==> config.mk <==
export PLATFORM = sky130hd
export DESIGN_NAME = arr_rx
export DESIGN_NICKNAME = d
export VERILOG_FILES = /design/src/core/arr_pkg.sv /design/src/core/arr_rx.sv /design/src/core/arr_tick.sv /design/src/core/arr_vote.sv
export VERILOG_INCLUDE_DIRS = /design/src /design/src/core
export SDC_FILE = /design/constraint.sdc
export NUM_CORES = 1
export LEC_CHECK = 0
export ABC_AREA = 1
export BUFFER_PORTS_ARGS = -buffer_cell sky130_fd_sc_hd__buf_2
export CAP_MARGIN = 0
export CORE_MARGIN = 5
export CORE_UTILIZATION = 45
export CTS_CLUSTER_SIZE = 12
export DETAILED_ROUTE_END_ITERATION = 10
export PLACE_DENSITY = 0.71
export SLEW_MARGIN = 20
export SYNTH_ARGS = -nofsm -noshare
export SYNTH_HDL_FRONTEND = slang
export SYNTH_SLANG_ARGS = --single-unit
==> constraint.sdc <==
create_clock -name clk_in -period 4.05 [get_ports clk_in]
set_clock_uncertainty 0.1 [all_clocks]
set_input_delay 0.2025 -clock clk_in [delete_from_list [all_inputs] [get_ports clk_in]]
set_output_delay 0.2025 -clock clk_in [all_outputs]
set_load 0.03 [all_outputs]
==> src/core/arr_map.svh <==
`ifndef ARR_MAP_SVH
`define ARR_MAP_SVH

// ---------------------------------------------------------------
// register offsets
// ---------------------------------------------------------------
`define ARR_OFS_CTRL1 8'h00
`define ARR_OFS_CTRL2 8'h01
`define ARR_OFS_CTRL3 8'h02
`define ARR_OFS_STAT1 8'h03
`define ARR_OFS_STAT2 8'h04
`define ARR_OFS_DATA 8'h05
`define ARR_OFS_DIV 8'h06

// ---------------------------------------------------------------
// field positions
// ---------------------------------------------------------------
`define ARR_C1_LEN9 4
`define ARR_C1_WAKE_ADDR 3
`define ARR_C1_QUIET_TYPE 2
`define ARR_C1_PAR_EN 1
`define ARR_C1_PAR_ODD 0
`define ARR_C2_FULL_IE 5
`define ARR_C2_QUIET_IE 4
`define ARR_C2_STANDBY 1
`define ARR_C3_R8 7
`define ARR_C3_OVR_IE 3
`define ARR_C3_NOISE_IE 2
`define ARR_C3_FRAME_IE 1
`define ARR_C3_PAR_IE 0
`define ARR_S1_FULL 5
`define ARR_S1_QUIET 4
`define ARR_S1_OVR 3
`define ARR_S1_NOISE 2
`define ARR_S1_FRAME 1
`define ARR_S1_PAR 0
`define ARR_S2_BREAK 1
`define ARR_S2_BUSY 0

// ---------------------------------------------------------------
// reset values and timing
// ---------------------------------------------------------------
`define ARR_RST_BYTE 8'h00
`define ARR_RST_DIV 8'hA2
`define ARR_OVERSAMPLE 5'h10
`define ARR_RT_S1 5'h03
`define ARR_RT_S2 5'h05
`define ARR_RT_S3 5'h07
`define ARR_RT_D1 5'h08
`define ARR_RT_D2 5'h09
`define ARR_RT_D3 5'h0A
`define ARR_REALIGN_BASE 5'h0C
`define ARR_QUIET_8 4'hA
`define ARR_QUIET_9 4'hB
`define ARR_LAST_BIT_8 4'h7
`define ARR_LAST_BIT_9 4'h8

`endif

==> src/core/arr_pkg.sv <==
package arr_pkg;
    typedef enum logic [1:0] {
        ARR_SEARCH = 2'b00,
        ARR_START = 2'b01,
        ARR_DATA = 2'b11,
        ARR_STOP = 2'b10
    } arr_state_t;
endpackage

==> src/core/arr_rx.sv <==
//
// Overview of operation
// sample input at sixteen slots per bit
// realign phase after start and falling data bit
// start search: zero after three ones
// start verified by slots three, five, seven
// failed verification restarts the start search
// data bit is majority of slots 8-10
// stop majority zero gives framing error, noise
// framing error with full flag; break too
// start slots 8-10 ones only set noise
// standby bit suppresses receiver interrupts
// address mark wakes, sets full flag
// idle wake sets neither idle nor full
// clearing wake method may wake immediately
// full flag on buffer load, gated interrupt
// idle after 10/11 ones, gated interrupt
// overrun keeps old data, drops new
// noise in any bit sets noise flag
// framing and parity errors separately enabled
// wait mode: runs, bus blocked, irq wakes
// stop mode halts, keeps registers, drops character
// break with clear enable lets clears stick
// break without clear enable freezes flags
// length bit selects eight or nine data bits
// quiet type: count after stop or start
// interrupt outputs are ORed gated flags
//
// Decided for this implementation: the register addresses and the address-and-strobe port.
`timescale 1ns/10ps
`default_nettype none
`include "arr_map.svh"
module arr_rx
    import arr_pkg::*;
(
    // clock and reset
    input wire logic clk_in,
    input wire logic rst_b_in,
    // register port
    input wire logic [7:0] addr_in,
    input wire logic [7:0] wr_data_in,
    input wire logic wr_in,
    input wire logic rd_in,
    output logic [7:0] rd_data_out,
    // line
    input wire logic serial_input_pin_in,
    // system mode and debug break
    input wire logic wait_mode_in,
    input wire logic stop_mode_in,
    input wire logic break_state_in,
    input wire logic break_clear_enable_in,
    // interrupt requests
    output logic rx_irq_out,
    output logic err_irq_out
);
    // ---------------------------------------------------------------
    // declarations
    // ---------------------------------------------------------------
    logic [7:0] control_one_r;
    logic [7:0] control_two_r;
    logic [3:0] control_three_r;
    logic [7:0] div_r;
    logic [7:0] receive_data_buffer_r;
    logic r8_r;
    logic [5:0] status_one_r;
    logic brk_flag_r;
    logic [6:0] armed_r;
    logic standby_r;
    arr_state_t state_r;
    logic [4:0] rt_r;
    logic [3:0] bit_cnt_r;
    logic [8:0] shift_r;
    logic [1:0] samp_r;
    logic noise_r;
    logic prev_bit_r;
    logic edge_seen_r;
    logic [4:0] edge_rt_r;
    logic rx_s_r;
    logic [2:0] hist_r;
    logic [3:0] ones_r;
    logic [3:0] sub_r;
    logic tick;
    logic vmaj;
    logic vnoise;
    logic len9;
    logic wake_addr;
    logic acc_ok;
    logic cpu_ok;
    logic blocked;
    logic wr_ok;
    logic rd_ok;
    logic [3:0] quiet_thr;
    logic [3:0] last_bit;
    logic start_hit;
    logic stop_done;
    logic [8:0] char9;
    logic msb;
    logic fe_evt;
    logic noise_evt;
    logic pe_evt;
    logic brk_evt;
    logic accept;
    logic load_evt;
    logic ovr_evt;
    logic quiet_evt;
    logic line_quiet;
    logic idle_wake;
    logic [6:0] clr_mask;

    // ---------------------------------------------------------------
    // control decode
    // ---------------------------------------------------------------
    assign len9 = control_one_r[`ARR_C1_LEN9];
    assign wake_addr = control_one_r[`ARR_C1_WAKE_ADDR];
    assign quiet_thr = len9 ? `ARR_QUIET_9 : `ARR_QUIET_8;
    assign last_bit = len9 ? `ARR_LAST_BIT_9 : `ARR_LAST_BIT_8;
    // bus is dead while the cpu sleeps in wait
    assign cpu_ok = ~wait_mode_in;
    assign wr_ok = wr_in & cpu_ok;
    assign rd_ok = rd_in & cpu_ok;
    // flags frozen by a debug break unless clears are allowed
    assign blocked = break_state_in & ~break_clear_enable_in;

    // ---------------------------------------------------------------
    // oversample timebase and voter
    // ---------------------------------------------------------------
    arr_tick u_tick (
        .clk_in(clk_in),
        .rst_b_in(rst_b_in),
        .run_in(~stop_mode_in),
        .div_in(div_r),
        .tick_out(tick)
    );

    arr_vote u_vote (
        .samp_in({samp_r, rx_s_r}),
        .maj_out(vmaj),
        .noise_out(vnoise)
    );

    // ---------------------------------------------------------------
    // frame events
    // ---------------------------------------------------------------
    assign start_hit = tick & (state_r == ARR_SEARCH) & ~rx_s_r & (&hist_r);
    assign stop_done = tick & ~stop_mode_in & (state_r == ARR_STOP) & (rt_r == `ARR_RT_D3);
    assign char9 = len9 ? shift_r : {1'b0, shift_r[8:1]};
    assign msb = len9 ? char9[8] : char9[7];
    assign fe_evt = ~vmaj;
    assign noise_evt = noise_r | vnoise;
    assign pe_evt = control_one_r[`ARR_C1_PAR_EN] &
                    ((^char9) != control_one_r[`ARR_C1_PAR_ODD]);
    assign brk_evt = fe_evt & (char9 == 9'h000);
    assign acc_ok = ~standby_r | (wake_addr & msb);
    assign accept = stop_done & acc_ok;
    assign ovr_evt = accept & status_one_r[`ARR_S1_FULL];
    assign load_evt = accept & ~status_one_r[`ARR_S1_FULL];
    assign quiet_evt = tick & ~stop_mode_in & (state_r == ARR_SEARCH) & rx_s_r &
                       (sub_r == 4'hF) & (ones_r == quiet_thr - 4'h1);
    assign line_quiet = ones_r >= quiet_thr;
    // a quiet line already present wakes as soon as idle wake is chosen
    assign idle_wake = standby_r & ~wake_addr & (quiet_evt | line_quiet);

    // ---------------------------------------------------------------
    // line sampling
    // ---------------------------------------------------------------
    always_ff @(posedge clk_in) begin
        if (!rst_b_in) begin
            rx_s_r <= 1'b1;
            hist_r <= 3'h0;
        end else begin
            rx_s_r <= serial_input_pin_in;
            if (tick) begin
                hist_r <= {hist_r[1:0], rx_s_r};
            end
        end
    end

    // ---------------------------------------------------------------
    // recovery state machine
    // ---------------------------------------------------------------
    always_ff @(posedge clk_in) begin
        if (!rst_b_in) begin
            state_r <= ARR_SEARCH;
            rt_r <= 5'h00;
            bit_cnt_r <= 4'h0;
            shift_r <= 9'h000;
            samp_r <= 2'h0;
            noise_r <= 1'b0;
            prev_bit_r <= 1'b0;
            edge_seen_r <= 1'b0;
            edge_rt_r <= 5'h00;
        end else if (stop_mode_in) begin
            state_r <= ARR_SEARCH;
            rt_r <= 5'h00;
        end else if (tick) begin
            unique case (state_r)
                ARR_SEARCH: begin
                    if (start_hit) begin
                        state_r <= ARR_START;
                        rt_r <= 5'h02;
                        noise_r <= 1'b0;
                    end
                end
                ARR_START: begin
                    rt_r <= rt_r + 5'h01;
                    if (rt_r == `ARR_RT_S1 || rt_r == `ARR_RT_S2 ||
                        rt_r == `ARR_RT_D1 || rt_r == `ARR_RT_D2) begin
                        samp_r <= {samp_r[0], rx_s_r};
                    end
                    if (rt_r == `ARR_RT_S3) begin
                        if (vmaj) begin
                            state_r <= ARR_SEARCH;
                            rt_r <= 5'h00;
                        end else begin
                            noise_r <= vnoise;
                        end
                    end
                    if (rt_r == `ARR_RT_D3 && (|{samp_r, rx_s_r})) begin
                        noise_r <= 1'b1;
                    end
                    if (rt_r == `ARR_OVERSAMPLE) begin
                        state_r <= ARR_DATA;
                        rt_r <= 5'h01;
                        bit_cnt_r <= 4'h0;
                        prev_bit_r <= 1'b0;
                        edge_seen_r <= 1'b0;
                    end
                end
                ARR_DATA: begin
                    rt_r <= rt_r + 5'h01;
                    if (prev_bit_r && !edge_seen_r && rt_r <= `ARR_RT_D3 &&
                        !rx_s_r && hist_r[0]) begin
                        edge_seen_r <= 1'b1;
                        edge_rt_r <= rt_r;
                    end
                    if (rt_r == `ARR_RT_D1 || rt_r == `ARR_RT_D2) begin
                        samp_r <= {samp_r[0], rx_s_r};
                    end
                    if (rt_r == `ARR_RT_D3) begin
                        shift_r <= {vmaj, shift_r[8:1]};
                        noise_r <= noise_r | vnoise;
                        prev_bit_r <= vmaj;
                        // one-to-zero change: pull the phase onto the edge seen
                        if (prev_bit_r && !vmaj && edge_seen_r) begin
                            rt_r <= `ARR_REALIGN_BASE - edge_rt_r;
                        end
                    end
                    if (rt_r == `ARR_OVERSAMPLE) begin
                        rt_r <= 5'h01;
                        edge_seen_r <= 1'b0;
                        bit_cnt_r <= bit_cnt_r + 4'h1;
                        if (bit_cnt_r == last_bit) begin
                            state_r <= ARR_STOP;
                        end
                    end
                end
                ARR_STOP: begin
                    rt_r <= rt_r + 5'h01;
                    if (rt_r == `ARR_RT_D1 || rt_r == `ARR_RT_D2) begin
                        samp_r <= {samp_r[0], rx_s_r};
                    end
                    if (rt_r == `ARR_RT_D3) begin
                        state_r <= ARR_SEARCH;
                        rt_r <= 5'h00;
                    end
                end
            endcase
        end
    end

    // ---------------------------------------------------------------
    // quiet line counter
    // ---------------------------------------------------------------
    always_ff @(posedge clk_in) begin
        if (!rst_b_in) begin
            ones_r <= 4'h0;
            sub_r <= 4'h0;
        end else if (stop_mode_in) begin
            sub_r <= 4'h0;
        end else if (tick) begin
            if (state_r == ARR_SEARCH) begin
                if (!rx_s_r) begin
                    ones_r <= 4'h0;
                    sub_r <= 4'h0;
                end else begin
                    sub_r <= sub_r + 4'h1;
                    if (sub_r == 4'hF && !line_quiet) begin
                        ones_r <= ones_r + 4'h1;
                    end
                end
            end else if (state_r == ARR_START) begin
                ones_r <= 4'h0;
                sub_r <= 4'h0;
            end else if (rt_r == `ARR_RT_D3) begin
                // counting from the start bit risks a false idle on 1-rich data
                if (!control_one_r[`ARR_C1_QUIET_TYPE] && vmaj) begin
                    ones_r <= ones_r + 4'h1;
                end else begin
                    ones_r <= 4'h0;
                end
            end
        end
    end

    // ---------------------------------------------------------------
    // control registers and standby
    // ---------------------------------------------------------------
    always_ff @(posedge clk_in) begin
        if (!rst_b_in) begin
            control_one_r <= `ARR_RST_BYTE;
            control_two_r <= `ARR_RST_BYTE;
            control_three_r <= 4'h0;
            div_r <= `ARR_RST_DIV;
        end else if (wr_ok) begin
            unique case (addr_in)
                `ARR_OFS_CTRL1: control_one_r <= wr_data_in;
                `ARR_OFS_CTRL2: control_two_r <= wr_data_in;
                `ARR_OFS_CTRL3: control_three_r <= wr_data_in[3:0];
                `ARR_OFS_DIV: div_r <= wr_data_in;
                default: ;
            endcase
        end
    end

    always_ff @(posedge clk_in) begin
        if (!rst_b_in) begin
            standby_r <= 1'b0;
        end else if ((stop_done && standby_r && wake_addr && msb) || idle_wake) begin
            standby_r <= 1'b0;
        end else if (wr_ok && addr_in == `ARR_OFS_CTRL2) begin
            standby_r <= wr_data_in[`ARR_C2_STANDBY];
        end
    end

    // ---------------------------------------------------------------
    // receive buffer
    // ---------------------------------------------------------------
    always_ff @(posedge clk_in) begin
        if (!rst_b_in) begin
            receive_data_buffer_r <= `ARR_RST_BYTE;
            r8_r <= 1'b0;
        end else if (load_evt) begin
            receive_data_buffer_r <= char9[7:0];
            r8_r <= msb;
        end
    end

    // ---------------------------------------------------------------
    // status flags with two-step clear
    // ---------------------------------------------------------------
    // a status-one read arms its flags and the break flag; the buffer read clears them
    assign clr_mask = (rd_ok && !blocked && addr_in == `ARR_OFS_DATA) ? armed_r : 7'h00;

    always_ff @(posedge clk_in) begin
        if (!rst_b_in) begin
            armed_r <= 7'h00;
        end else if (rd_ok && !blocked) begin
            if (addr_in == `ARR_OFS_STAT1) begin
                armed_r <= {brk_flag_r, status_one_r};
            end else if (addr_in == `ARR_OFS_DATA) begin
                armed_r <= 7'h00;
            end
        end
    end

    always_ff @(posedge clk_in) begin
        if (!rst_b_in) begin
            status_one_r <= 6'h00;
            brk_flag_r <= 1'b0;
        end else begin
            // new events win over a clear in the same cycle
            status_one_r[`ARR_S1_FULL] <= load_evt |
                (status_one_r[`ARR_S1_FULL] & ~clr_mask[`ARR_S1_FULL]);
            status_one_r[`ARR_S1_QUIET] <= (quiet_evt & ~(standby_r & ~wake_addr)) |
                (status_one_r[`ARR_S1_QUIET] & ~clr_mask[`ARR_S1_QUIET]);
            status_one_r[`ARR_S1_OVR] <= ovr_evt |
                (status_one_r[`ARR_S1_OVR] & ~clr_mask[`ARR_S1_OVR]);
            status_one_r[`ARR_S1_NOISE] <= (load_evt & noise_evt) |
                (status_one_r[`ARR_S1_NOISE] & ~clr_mask[`ARR_S1_NOISE]);
            status_one_r[`ARR_S1_FRAME] <= (load_evt & fe_evt) |
                (status_one_r[`ARR_S1_FRAME] & ~clr_mask[`ARR_S1_FRAME]);
            status_one_r[`ARR_S1_PAR] <= (load_evt & pe_evt) |
                (status_one_r[`ARR_S1_PAR] & ~clr_mask[`ARR_S1_PAR]);
            brk_flag_r <= (load_evt & brk_evt) | (brk_flag_r & ~clr_mask[6]);
        end
    end

    // ---------------------------------------------------------------
    // read port
    // ---------------------------------------------------------------
    always_ff @(posedge clk_in) begin
        if (!rst_b_in) begin
            rd_data_out <= 8'h00;
        end else if (rd_ok) begin
            unique case (addr_in)
                `ARR_OFS_CTRL1: rd_data_out <= control_one_r;
                `ARR_OFS_CTRL2: rd_data_out <= {control_two_r[7:2], standby_r,
                                                control_two_r[0]};
                `ARR_OFS_CTRL3: rd_data_out <= {r8_r, 3'h0, control_three_r};
                `ARR_OFS_STAT1: rd_data_out <= {2'h0, status_one_r};
                `ARR_OFS_STAT2: rd_data_out <= {6'h00, brk_flag_r,
                                                state_r != ARR_SEARCH};
                `ARR_OFS_DATA: rd_data_out <= receive_data_buffer_r;
                `ARR_OFS_DIV: rd_data_out <= div_r;
                default: rd_data_out <= 8'h00;
            endcase
        end else begin
            rd_data_out <= 8'h00;
        end
    end

    // ---------------------------------------------------------------
    // interrupt requests
    // ---------------------------------------------------------------
    // levels, so they also serve as the wakeup from wait
    always_ff @(posedge clk_in) begin
        if (!rst_b_in) begin
            rx_irq_out <= 1'b0;
            err_irq_out <= 1'b0;
        end else begin
            rx_irq_out <= ~standby_r &
                ((status_one_r[`ARR_S1_FULL] & control_two_r[`ARR_C2_FULL_IE]) |
                 (status_one_r[`ARR_S1_QUIET] & control_two_r[`ARR_C2_QUIET_IE]));
            err_irq_out <=
                (status_one_r[`ARR_S1_OVR] & control_three_r[`ARR_C3_OVR_IE]) |
                (status_one_r[`ARR_S1_NOISE] & control_three_r[`ARR_C3_NOISE_IE]) |
                (status_one_r[`ARR_S1_FRAME] & control_three_r[`ARR_C3_FRAME_IE]) |
                (status_one_r[`ARR_S1_PAR] & control_three_r[`ARR_C3_PAR_IE]);
        end
    end
endmodule
`default_nettype wire

==> src/core/arr_tick.sv <==
`timescale 1ns/10ps
`default_nettype none
module arr_tick (
    // clock and reset
    input wire logic clk_in,
    input wire logic rst_b_in,
    // control
    input wire logic run_in,
    input wire logic [7:0] div_in,
    // oversample enable pulse
    output logic tick_out
);
    logic [7:0] cnt_r;

    always_ff @(posedge clk_in) begin
        if (!rst_b_in) begin
            cnt_r <= 8'h00;
            tick_out <= 1'b0;
        end else if (!run_in) begin
            cnt_r <= 8'h00;
            tick_out <= 1'b0;
        end else if (cnt_r >= div_in) begin
            cnt_r <= 8'h00;
            tick_out <= 1'b1;
        end else begin
            cnt_r <= cnt_r + 8'h01;
            tick_out <= 1'b0;
        end
    end
endmodule
`default_nettype wire

==> src/core/arr_vote.sv <==
`timescale 1ns/10ps
`default_nettype none
module arr_vote (
    // three samples
    input wire logic [2:0] samp_in,
    // results
    output logic maj_out,
    output logic noise_out
);
    assign maj_out = (samp_in[2] & samp_in[1]) | (samp_in[2] & samp_in[0]) |
                     (samp_in[1] & samp_in[0]);
    assign noise_out = (|samp_in) & ~(&samp_in);
endmodule
`default_nettype wire

==> metrics.csv, run 1 <==
stage;metric;value;unit
place;pre_cts_ws;1.510;ns
synth;yosysWarningCount;0;
synth;synthArstFlopShare;0;%
setup_path;cp-end-kind;flip-flop;
floorplan;io_pins;35;
floorplan;core;12620;sq um
setup_path;cpMostUsedCell;nand2_1;
setup_path;cp.arrival;2.73;ns
floorplan;die_h;123.7;um
timing;fin_crit_sh;62.75;%
setup_path;worstPathCellList;inv_1 -> o21ai_0 -> ha_1 -> xnor2_1 -> xor2_1 -> nand2_1 -> nand2_1 -> nand3_2 -> a21oi_2;
detailed_routing;vias;5124;
setup_path;path_buf_inv;1;
global_route;grtUsageTotal;18.66;%
setup_path;cp_max_fo;14;
global_route;grt_overflow;0;
place;gp_congestion;0.8796;
setup_path;slowest_delay;0.74;ns
synth;ys_ff_latch;112;
finish;area_delta_synth_final;10.31;%
synth;syn-cell-area;5813;sq um
clocking;htree_levels;3;
timing;max_freq;0.3935;GHz
power_and_ir_drop;p_per_area;327.1;nW/um^2
global_route;grt_max_degree;35;
synth;syn_nets;831;
place;dp_hpwl;10130;um
worst_hold_path;hold_class;input pin to flip-flop;
outcome;status;complete, no violations;
detailed_routing;wire_per_inst;13.57;um
clocking;ctsLongestPathBuffers;2;
finish;postLayoutCellArea;6412;sq um
timing;setup_ws;1.508;ns
floorplan;die-area;15290;sq um
setup_path;cp.required;4.24;ns
clocking;cts-root-buf;clkbuf_16;
detailed_routing;drc;0;
clocking;cts_sinks;112;
synth;synth_most_common_cell;nand2_1;
synth;synth_common_cells;nand2_1, dfxtp_1, nor2_1;
timing;fin_crit;2.542;ns
synth;synthFlopType;dfxtp_1;
finish;drive_above_1_share;13.78;%
place;placed_area;6072;sq um
timing;worstMarginPinSlew;0.6693;ns
global_route;grt_pass1_wl;22750;um
synth;synth_top_area_cell;dfxtp_1;
timing;finalSetupTns;0;ns
synth;synth_edf_count;0;
setup_path;cp-start-kind;flip-flop;
floorplan;die_x;123.7;um
synth;ys_types;46;
global_route;grt_pass1_vias;4707;
finish;utilization;50.81;%
synth;synthCells;784;
detailed_routing;drtIter0Drc;444;
timing;slew-limit-headroom;54.97;%
timing;setup_violations;0;
job;max-cap-violations;0;
synth;syn_avg_cell_area;7.415;sq um
detailed_routing;postRouteAntennaNets;0;
clocking;clkTransAtPathRegs;0.08;ns
synth;netlist.area_leader.share;38.57;%
synth;ys_seq_area_share;38.57;%
finish;num_antenna_cells;0;
global_route;grt_antenna_before_repair;0;
setup_path;critPathTopFamily;flip-flops;
synth;netlist_top_cells_area;dfxtp_1, nand2_1, a21oi_1, o21ai_0, nor2_1;
place;placed_cells;973;
finish;fin_cells;992;
place;io_buffers;34;
timing;hold_viol;0;
timing;slew_viol_final;0;
clocking;worstSkewPairLatency;0.35;ns
floorplan;row_count;41;
power_and_ir_drop;ir_drop;0.1929;mV
timing;rsz0062_at_grt;false;
clocking;numCtsBuffers;9;
power_and_ir_drop;leakagePower;2.553;nW
finish;n_fill_cell;1238;
clocking;postCtsSetupRepairBufs;0;
setup_path;critPathSlowestCell;dfxtp_1;
detailed_routing;dr.pass1.iters;5;
floorplan;start_util;46.06;%
clocking;cts_tree;done;
setup_path;timing_worst_setup_path_type;flip-flop to flip-flop;
finish;nets;862;
detailed_routing;viasPerCell;5.165;
detailed_routing;finalWirelength;13460;um
==> path summary, 6_finish.rpt <==
| check | cells after the start | from | slack (ns) | to |
|---|---|---|---|---|
| setup / recovery | 9 | control_one_r[4] | 1.51 | status_one_r[0] |
| hold / removal | 3 | wr_data_in[1] | 0.04 | div_r[1] |
| setup reg to reg | 9 | control_one_r[4] | 1.51 | status_one_r[0] |
| hold reg to reg | 2 | control_two_r[6] | 0.36 | control_two_r[6] |
==> registers in the layout, indices dropped and copies added, names as in the netlist, 5 cells and up <==
| signal | flops |
|---|---|
| armed_r | 7 |
| control_one_r | 8 |
| control_two_r | 7 |
| div_r | 8 |
| edge_rt_r | 5 |
| rd_data_out | 8 |
| receive_data_buffer_r | 8 |
| rt_r | 5 |
| shift_r | 9 |
| status_one_r | 6 |
| u_tick.cnt_r | 8 |
==> layout by cell type (no fill, tap or decap), types with 3 or more instances in the layout <==
cell type	n
nand2_1	139
dfxtp_1	112
nor2_1	85
inv_1	84
a21oi_1	79
o21ai_0	66
nand3_1	46
buf_2	34
ha_1	22
nand4_1	12
xor2_1	11
inv_2	10
nor2_4	9
nor2_2	9
nor3_1	9
clkbuf_16	9
a211oi_2	8
mux2i_1	7
xnor2_1	7
nand2_2	5
nand3_2	5
o211ai_1	4
a21oi_2	4
o22ai_1	4
o21ai_1	3
nor4_1	3
dlygate4sd3_1	3
==> where the power goes <==
group | leakage, nW | switching, W | internal, W
Combinational | 1.50 | 0.0000481 | 0.0000216
Clock | 0.152 | 0.000419 | 0.000504
Sequential | 0.902 | 0.00000256 | 0.00110
Total | 2.55 | 0.000470 | 0.00163
==> area by class of cell <==
| class | instances | area (sq um) | share of cell area (%) |
|---|---|---|---|
| sequential | 112 | 2242 | 34.97 |
| clock buffer | 11 | 242.7 | 3.785 |
| multi-input combinational | 557 | 3067 | 47.82 |
| timing repair buffer | 39 | 215.2 | 3.356 |
| tap | 172 | 215.2 | 3.356 |
| clock inverter | 5 | 63.81 | 0.9951 |
| inverter | 96 | 366.6 | 5.717 |
==> through the flow <==
stage / total power (W) / hold WS, ns
global route: 0.002155 / 0.06196
floorplan: 0.001171 / 0.2091
CTS: 0.002111 / 0.04458
finish: 0.002098 / 0.04155
global placement: 0.001196 / 0.3044
detailed placement: 0.001197 / 0.3056
==> tightest hold or removal path, stage by stage <==
cell and delay [ns]:
buf_2 0.12, nand2_1 0.06, o211ai_1 0.08
==> logic make-up (layout without fill, tap and decap cells) <==
family / after synthesis / count (layout) / share of synthesized area (%)
AOI/OAI and AO/OA: 181 / 181 / 17.91
xor gates and xnor gates: 18 / 18 / 2.712
adders and majority gates: 22 / 22 / 4.735
buffers and inverters: 115 / 151 / 8.739
DFF: 112 / 112 / 38.57
muxes: 7 / 7 / 1.205
and+or+nand+nor: 329 / 329 / 26.13
==> layer usage <==
metal	track usage [%]	share of wire, %	vias up
li1	-	-	2659
met1	26.46	48	2324
met2	28.22	44	116
met3	2.952	5.4	25
met4	7.682	2.4	0
met5	0	0	-
==> repair_timing <==
action,4_1_cts,5_1_grt
hold buffers,3,0
endpoints found under the hold margin,3,0
gates resized for setup,0,0
Power figures use the tool's default switching activity.
==> run 2: changes to the inputs <==
--- a/config.mk
+++ b/config.mk
@@ -13,7 +13,7 @@
 export CORE_UTILIZATION = 45
 export CTS_CLUSTER_SIZE = 12
 export DETAILED_ROUTE_END_ITERATION = 10
-export PLACE_DENSITY = 0.71
+export PLACE_DENSITY = 0.73
 export SLEW_MARGIN = 20
 export SYNTH_ARGS = -nofsm -noshare
 export SYNTH_HDL_FRONTEND = slang
==> constraint.sdc (replaced) <==
create_clock -name clk_in -period 2.1 [get_ports clk_in]
set_clock_uncertainty 0.1 [all_clocks]
set_input_delay 0.105 -clock clk_in [delete_from_list [all_inputs] [get_ports clk_in]]
set_output_delay 0.105 -clock clk_in [all_outputs]
set_load 0.03 [all_outputs]
==> metrics.csv, run 2 (synthesis results as in run 1) <==
stage;metric;value;unit
finish;nets;888;
detailed_routing;finalWirelength;14080;um
clocking;cts_sinks;112;
timing;max_freq;0.5143;GHz
power_and_ir_drop;seq_power_share;53.5;%
floorplan;io_pins;35;
finish;area_delta_synth_final;14.25;%
global_route;grt_pass1_vias;4882;
floorplan;die-area;15290;sq um
finish;num_antenna_cells;0;
clocking;cts_tree;done;
clocking;numCtsBuffers;9;
place;placed_cells;993;
finish;fin_cells;1018;
detailed_routing;viasPerCell;5.197;
clocking;cts-root-buf;clkbuf_16;
worst_hold_path;hold_class;input pin to flip-flop;
finish;final_common_cell;nand2_1;
job;max-cap-violations;0;
floorplan;start_util;46.06;%
timing;setup_ws;0.1557;ns
timing;fin_crit_sh;92.58;%
finish;utilization;52.63;%
setup_path;cp.required;2.25;ns
setup_path;cp-start-kind;flip-flop;
floorplan;core;12620;sq um
global_route;grt_pass1_wl;23560;um
power_and_ir_drop;ir_drop;0.3454;mV
finish;largest_reg_flops;9;
detailed_routing;drtIter0Drc;712;
timing;setup_violations;0;
power_and_ir_drop;p_sw;0.0009185;W
finish;drive_above_1_share;15.96;%
finish;final_cell_mix;nand2_1, dfxtp_1, nor2_1;
setup_path;critPathSlowestCell;dfxtp_1;
place;pre_cts_ws;0.08787;ns
timing;slew-limit-headroom;58.66;%
power_and_ir_drop;power.share.clock;42.8;%
detailed_routing;postRouteAntennaNets;0;
clocking;htree_levels;3;
global_route;grtUsageTotal;19.58;%
setup_path;cp-end-kind;flip-flop;
timing;finalSetupTns;0;ns
detailed_routing;dr.pass1.iters;8;
timing;hold_viol;0;
timing;fin_crit;1.944;ns
setup_path;path_buf_inv;2;
place;dp_hpwl;10390;um
detailed_routing;wire_per_inst;13.83;um
power_and_ir_drop;p_int;0.003063;W
outcome;status;complete, no violations;
power_and_ir_drop;p_sw_share;23.07;%
global_route;grt_antenna_before_repair;0;
setup_path;worstPathCellList;inv_1 -> ha_1 -> inv_1 -> a21oi_1 -> o21ai_0 -> nand2_1 -> nand2_1 -> nand2_2 -> o21ai_1 -> nor2_1;
power_and_ir_drop;leakagePower;2.670;nW
clocking;worstSkewPairLatency;0.36;ns
global_route;grt_max_degree;29;
timing;worstMarginPinSlew;0.6144;ns
place;gp_congestion;0.8914;
setup_path;cp.arrival;2.09;ns
clocking;clkTransAtPathRegs;0.07;ns
finish;top_register;shift_r;
global_route;grt_overflow;0;
timing;slew_viol_final;0;
floorplan;row_count;41;
power_and_ir_drop;pwr-share-comb;3.7;%
floorplan;die_x;123.7;um
place;io_buffers;34;
timing;hold_ws;0.02840;ns
setup_path;critPathTopFamily;compound AO/OA/AOI/OAI gates;
floorplan;die_h;123.7;um
setup_path;cp_max_fo;6;
setup_path;slowest_delay;0.37;ns
clocking;ctsLongestPathBuffers;2;
detailed_routing;vias;5291;
power_and_ir_drop;p_per_area;599.4;nW/um^2
setup_path;timing_worst_setup_path_type;flip-flop to flip-flop;
detailed_routing;drc;0;
timing;rsz0062_at_grt;false;
[run 2: cell count changes in the layout (fill, tap and decap cells not counted), moves of 2 or more]
cell,delta
buf_4,+19
dlygate4sd3_1,+6
xnor2_2,+2
xnor2_1,-2
[run 2: timing repair]
action	4_1_cts	5_1_grt
setup endpoints to repair	0	6
gates resized for setup	0	5
buffers inserted	0	0
hold buffers	9	0
hold endpoints to repair	24	0
[run 2: routing by layer]
| metal | track usage [%] | vias to the layer above | routed length [um] |
|---|---|---|---|
| met2 | 29.13 | 178 | 6204 |
| met1 | 27.58 | 2366 | 6719 |
| li1 | - | 2709 | - |
| met5 | 0 | - | 0 |
| met3 | 3.224 | 38 | 743 |
| met4 | 9.343 | 0 | 413 |
[run 2: area by class of cell]
type,instances,area [sq um]
fill,1207,5978
multi-input combinational,557,3078
sequential,112,2243
timing repair buffer,65,437.9
inverter,96,374.1
clock buffer,12,256.5
tap,172,215.2
clock inverter,4,36.28
[run 2: path summary, 6_finish.rpt]
| check | slack, ns | to | from | cells past startpoint |
|---|---|---|---|---|
| setup / recovery | 0.16 | ones_r[3] | ones_r[0] | 10 |
| hold / removal | 0.03 | control_two_r[2] | wr_data_in[2] | 3 |
| setup reg to reg | 0.16 | ones_r[3] | ones_r[0] | 10 |
| hold reg to reg | 0.36 | armed_r[2] | armed_r[2] | 2 |
[run 2: worst min-delay path: cells and delay by family]
kind            cells  cell delay, ns
compound gates      1            0.15
buf+inv             2            0.20
[run 2: power by group through the flow]
stage          Combinational, W  Clock [W]  Sequential, W
2_1_floorplan         0.0000804          0        0.00218
3_5_place_dp           0.000132          0        0.00218
3_3_place_gp           0.000131          0        0.00218
6_report               0.000147    0.00170        0.00213
5_1_grt                0.000162    0.00183        0.00213
4_1_cts                0.000146    0.00175        0.00213
[run 2: per-stage QoR]
stage	cell area, sq um	total power [W]
3_3_place_gp	6235	0.002311
2_1_floorplan	5813	0.002259
4_1_cts	6618	0.004024
6_report	6641	0.003981
5_1_grt	6641	0.004126
3_5_place_dp	6235	0.002312
==> run 3: changes to the inputs <==
--- a/config.mk
+++ b/config.mk
@@ -14,7 +14,9 @@
 export CTS_CLUSTER_SIZE = 12
 export DETAILED_ROUTE_END_ITERATION = 10
 export PLACE_DENSITY = 0.73
+export SETUP_SLACK_MARGIN = 0.05
 export SLEW_MARGIN = 20
 export SYNTH_ARGS = -nofsm -noshare
 export SYNTH_HDL_FRONTEND = slang
+export SYNTH_HIERARCHICAL = 1
 export SYNTH_SLANG_ARGS = --single-unit
==> metrics.csv, run 3 <==
stage;metric;value;unit
outcome;status;complete, no violations;
power_and_ir_drop;leakagePower;2.839;nW
power_and_ir_drop;ir_drop;0.4500;mV
timing;setup_ws;0.1855;ns
synth;netlist_top_cells_area;dfxtp_1, nand2_1, a21oi_1, inv_1, nand3_1;
synth;ys_types;52;
synth;synthArstFlopShare;0;%
floorplan;die-area;15540;sq um
synth;synth_top_area_cell;dfxtp_1;
clocking;postCtsSetupRepairBufs;0;
finish;regArea;2242;sq um
place;placed_area;6364;sq um
floorplan;core;12770;sq um
setup_path;cp-start-kind;flip-flop;
timing;finalSetupTns;0;ns
floorplan;row_count;41;
place;placed_cells;1018;
finish;largest_reg_flops;9;
timing;setup_violations;0;
synth;syn-cell-area;5917;sq um
clocking;htree_levels;3;
synth;synthFlopType;dfxtp_1;
global_route;grt_overflow;0;
synth;netlist.area_leader.share;37.89;%
clocking;worstSkewPairLatency;0.36;ns
floorplan;io_pins;35;
place;io_buffers;34;
timing;slew_viol_final;0;
finish;top_register;shift_r;
global_route;grtUsageTotal;18.80;%
synth;synth_common_cells;nand2_1, dfxtp_1, inv_1;
timing;fin_crit_sh;91.16;%
clocking;cts-root-buf;clkbuf_16;
finish;final_cell_mix;nand2_1, dfxtp_1, inv_1;
floorplan;start_util;46.32;%
floorplan;die_h;124.7;um
worst_hold_path;hold_class;input pin to flip-flop;
timing;hold_viol;0;
power_and_ir_drop;p_per_area;605.6;nW/um^2
synth;ys_ff_latch;112;
timing;fin_crit;1.914;ns
detailed_routing;drtIter0Drc;525;
synth;syn_nets;855;
place;pre_cts_ws;0.1842;ns
setup_path;cp-end-kind;flip-flop;
clocking;ctsLongestPathBuffers;2;
timing;max_freq;0.5223;GHz
synth;synth_edf_count;0;
job;max-cap-violations;0;
setup_path;timing_worst_setup_path_type;flip-flop to flip-flop;
finish;utilization;53.12;%
global_route;grt_pass1_vias;4984;
synth;ys_seq_area_share;37.89;%
clocking;cts_tree;done;
clocking;numCtsBuffers;9;
timing;rsz0062_at_grt;true;
finish;nets;913;
setup_path;cp.arrival;2.11;ns
detailed_routing;vias;5457;
setup_path;cp_max_fo;14;
synth;synth_most_common_cell;nand2_1;
finish;num_antenna_cells;0;
global_route;grt_antenna_before_repair;0;
detailed_routing;postRouteAntennaNets;0;
finish;drive_above_1_share;16.19;%
synth;synthCells;808;
synth;yosysWarningCount;6;
finish;n_fill_cell;1173;
clocking;clkTransAtPathRegs;0.08;ns
global_route;grt_pass1_wl;24270;um
timing;worstMarginPinSlew;0.5087;ns
global_route;grt_max_degree;33;
detailed_routing;viasPerCell;5.232;
clocking;cts_sinks;112;
finish;area_delta_synth_final;14.68;%
finish;postLayoutCellArea;6785;sq um
detailed_routing;drc;0;
finish;fin_cells;1043;
floorplan;die_x;124.7;um
place;dp_hpwl;10900;um
finish;final_common_cell;nand2_1;
detailed_routing;dr.pass1.iters;5;
timing;slew-limit-headroom;65.81;%
place;gp_congestion;0.9304;
synth;syn_avg_cell_area;7.323;sq um
finish;multi_input_area;3181;sq um
detailed_routing;wire_per_inst;13.94;um
setup_path;cp.required;2.30;ns
detailed_routing;finalWirelength;14540;um
## run 3: changes by cell type after synthesis, moves of 8 or more
| cell | change |
|---|---|
| a21oi_1 | -9 |
| nand2_1 | +32 |
| nand3_1 | +17 |
| nor2_1 | -13 |
| o21ai_0 | -8 |
| o21ai_1 | +9 |
## run 3: per-stage QoR
step | power [W] | hold WS [ns]
final | 0.004109 | 0.01193
after global routing | 0.004242 | 0.02823
after CTS | 0.004133 | 0.002580
after detailed placement | 0.002337 | 0.1940
after global placement | 0.002335 | 0.1954
after floorplan | 0.002273 | 0.1116
## run 3: final cells by class
type,instances,share of cell area (%)
Multi-Input combinational cell,575,46.87
Sequential cell,112,33.04
Timing Repair Buffer,65,6.454
Inverter,103,5.864
Clock buffer,10,3.522
Tap cell,172,3.172
Clock inverter,6,1.070
## run 3: timing repair
action / in CTS / in global routing
hold endpoints to repair: 25 / 0
gates resized for setup: 0 / 5
hold buffers: 9 / 0
endpoints found under the setup margin: 0 / 11
## run 3: kinds of logic (layout without fill, tap and decap cells)
logic type / after synthesis / in the layout / share of synthesized area (%)
simple gates: 364 / 364 / 29.60
compound gates: 173 / 173 / 16.81
buf+inv: 121 / 184 / 8.670
xor+xnor: 16 / 16 / 2.368
flops: 112 / 112 / 37.89
fa+ha+maj: 22 / 22 / 4.652
## run 3: routing by layer
layer / vias up / global-route usage (%) / share of wire [%] / wire length (um)
met5: - / 0 / 0 / 0
met4: 0 / 4.449 / 1.2 / 170
met3: 11 / 4.931 / 7.7 / 1125
met2: 178 / 29.77 / 45 / 6595
met1: 2484 / 25.66 / 46 / 6647
li1: 2784 / - / - / -
## run 3: path summary, 6_finish.rpt
check	start	endpoint	slack [ns]	cells after the start
min reg2reg	control_one_r[5]	control_one_r[5]	0.36	2
max	control_one_r[4]	status_one_r[0]	0.19	9
min	rst_b_in	edge_rt_r[4]	0.01	3
max reg2reg	control_one_r[4]	status_one_r[0]	0.19	9
## run 3: critical path: stages (launching register included)
cell and delay (ns):
dfxtp_1 0.35, buf_12 0.15, o21ai_0 0.24, ha_1 0.31, xnor2_2 0.22, xor2_1 0.16
nand2_1 0.07, nand2_1 0.08, nand2_1 0.06, a21oi_1 0.11
## run 3: where the power goes
part	switching [W]	internal, W
registers	0.00000431	0.00212
logic	0.000114	0.0000595
clock network	0.000831	0.000976
total	0.000949	0.00316
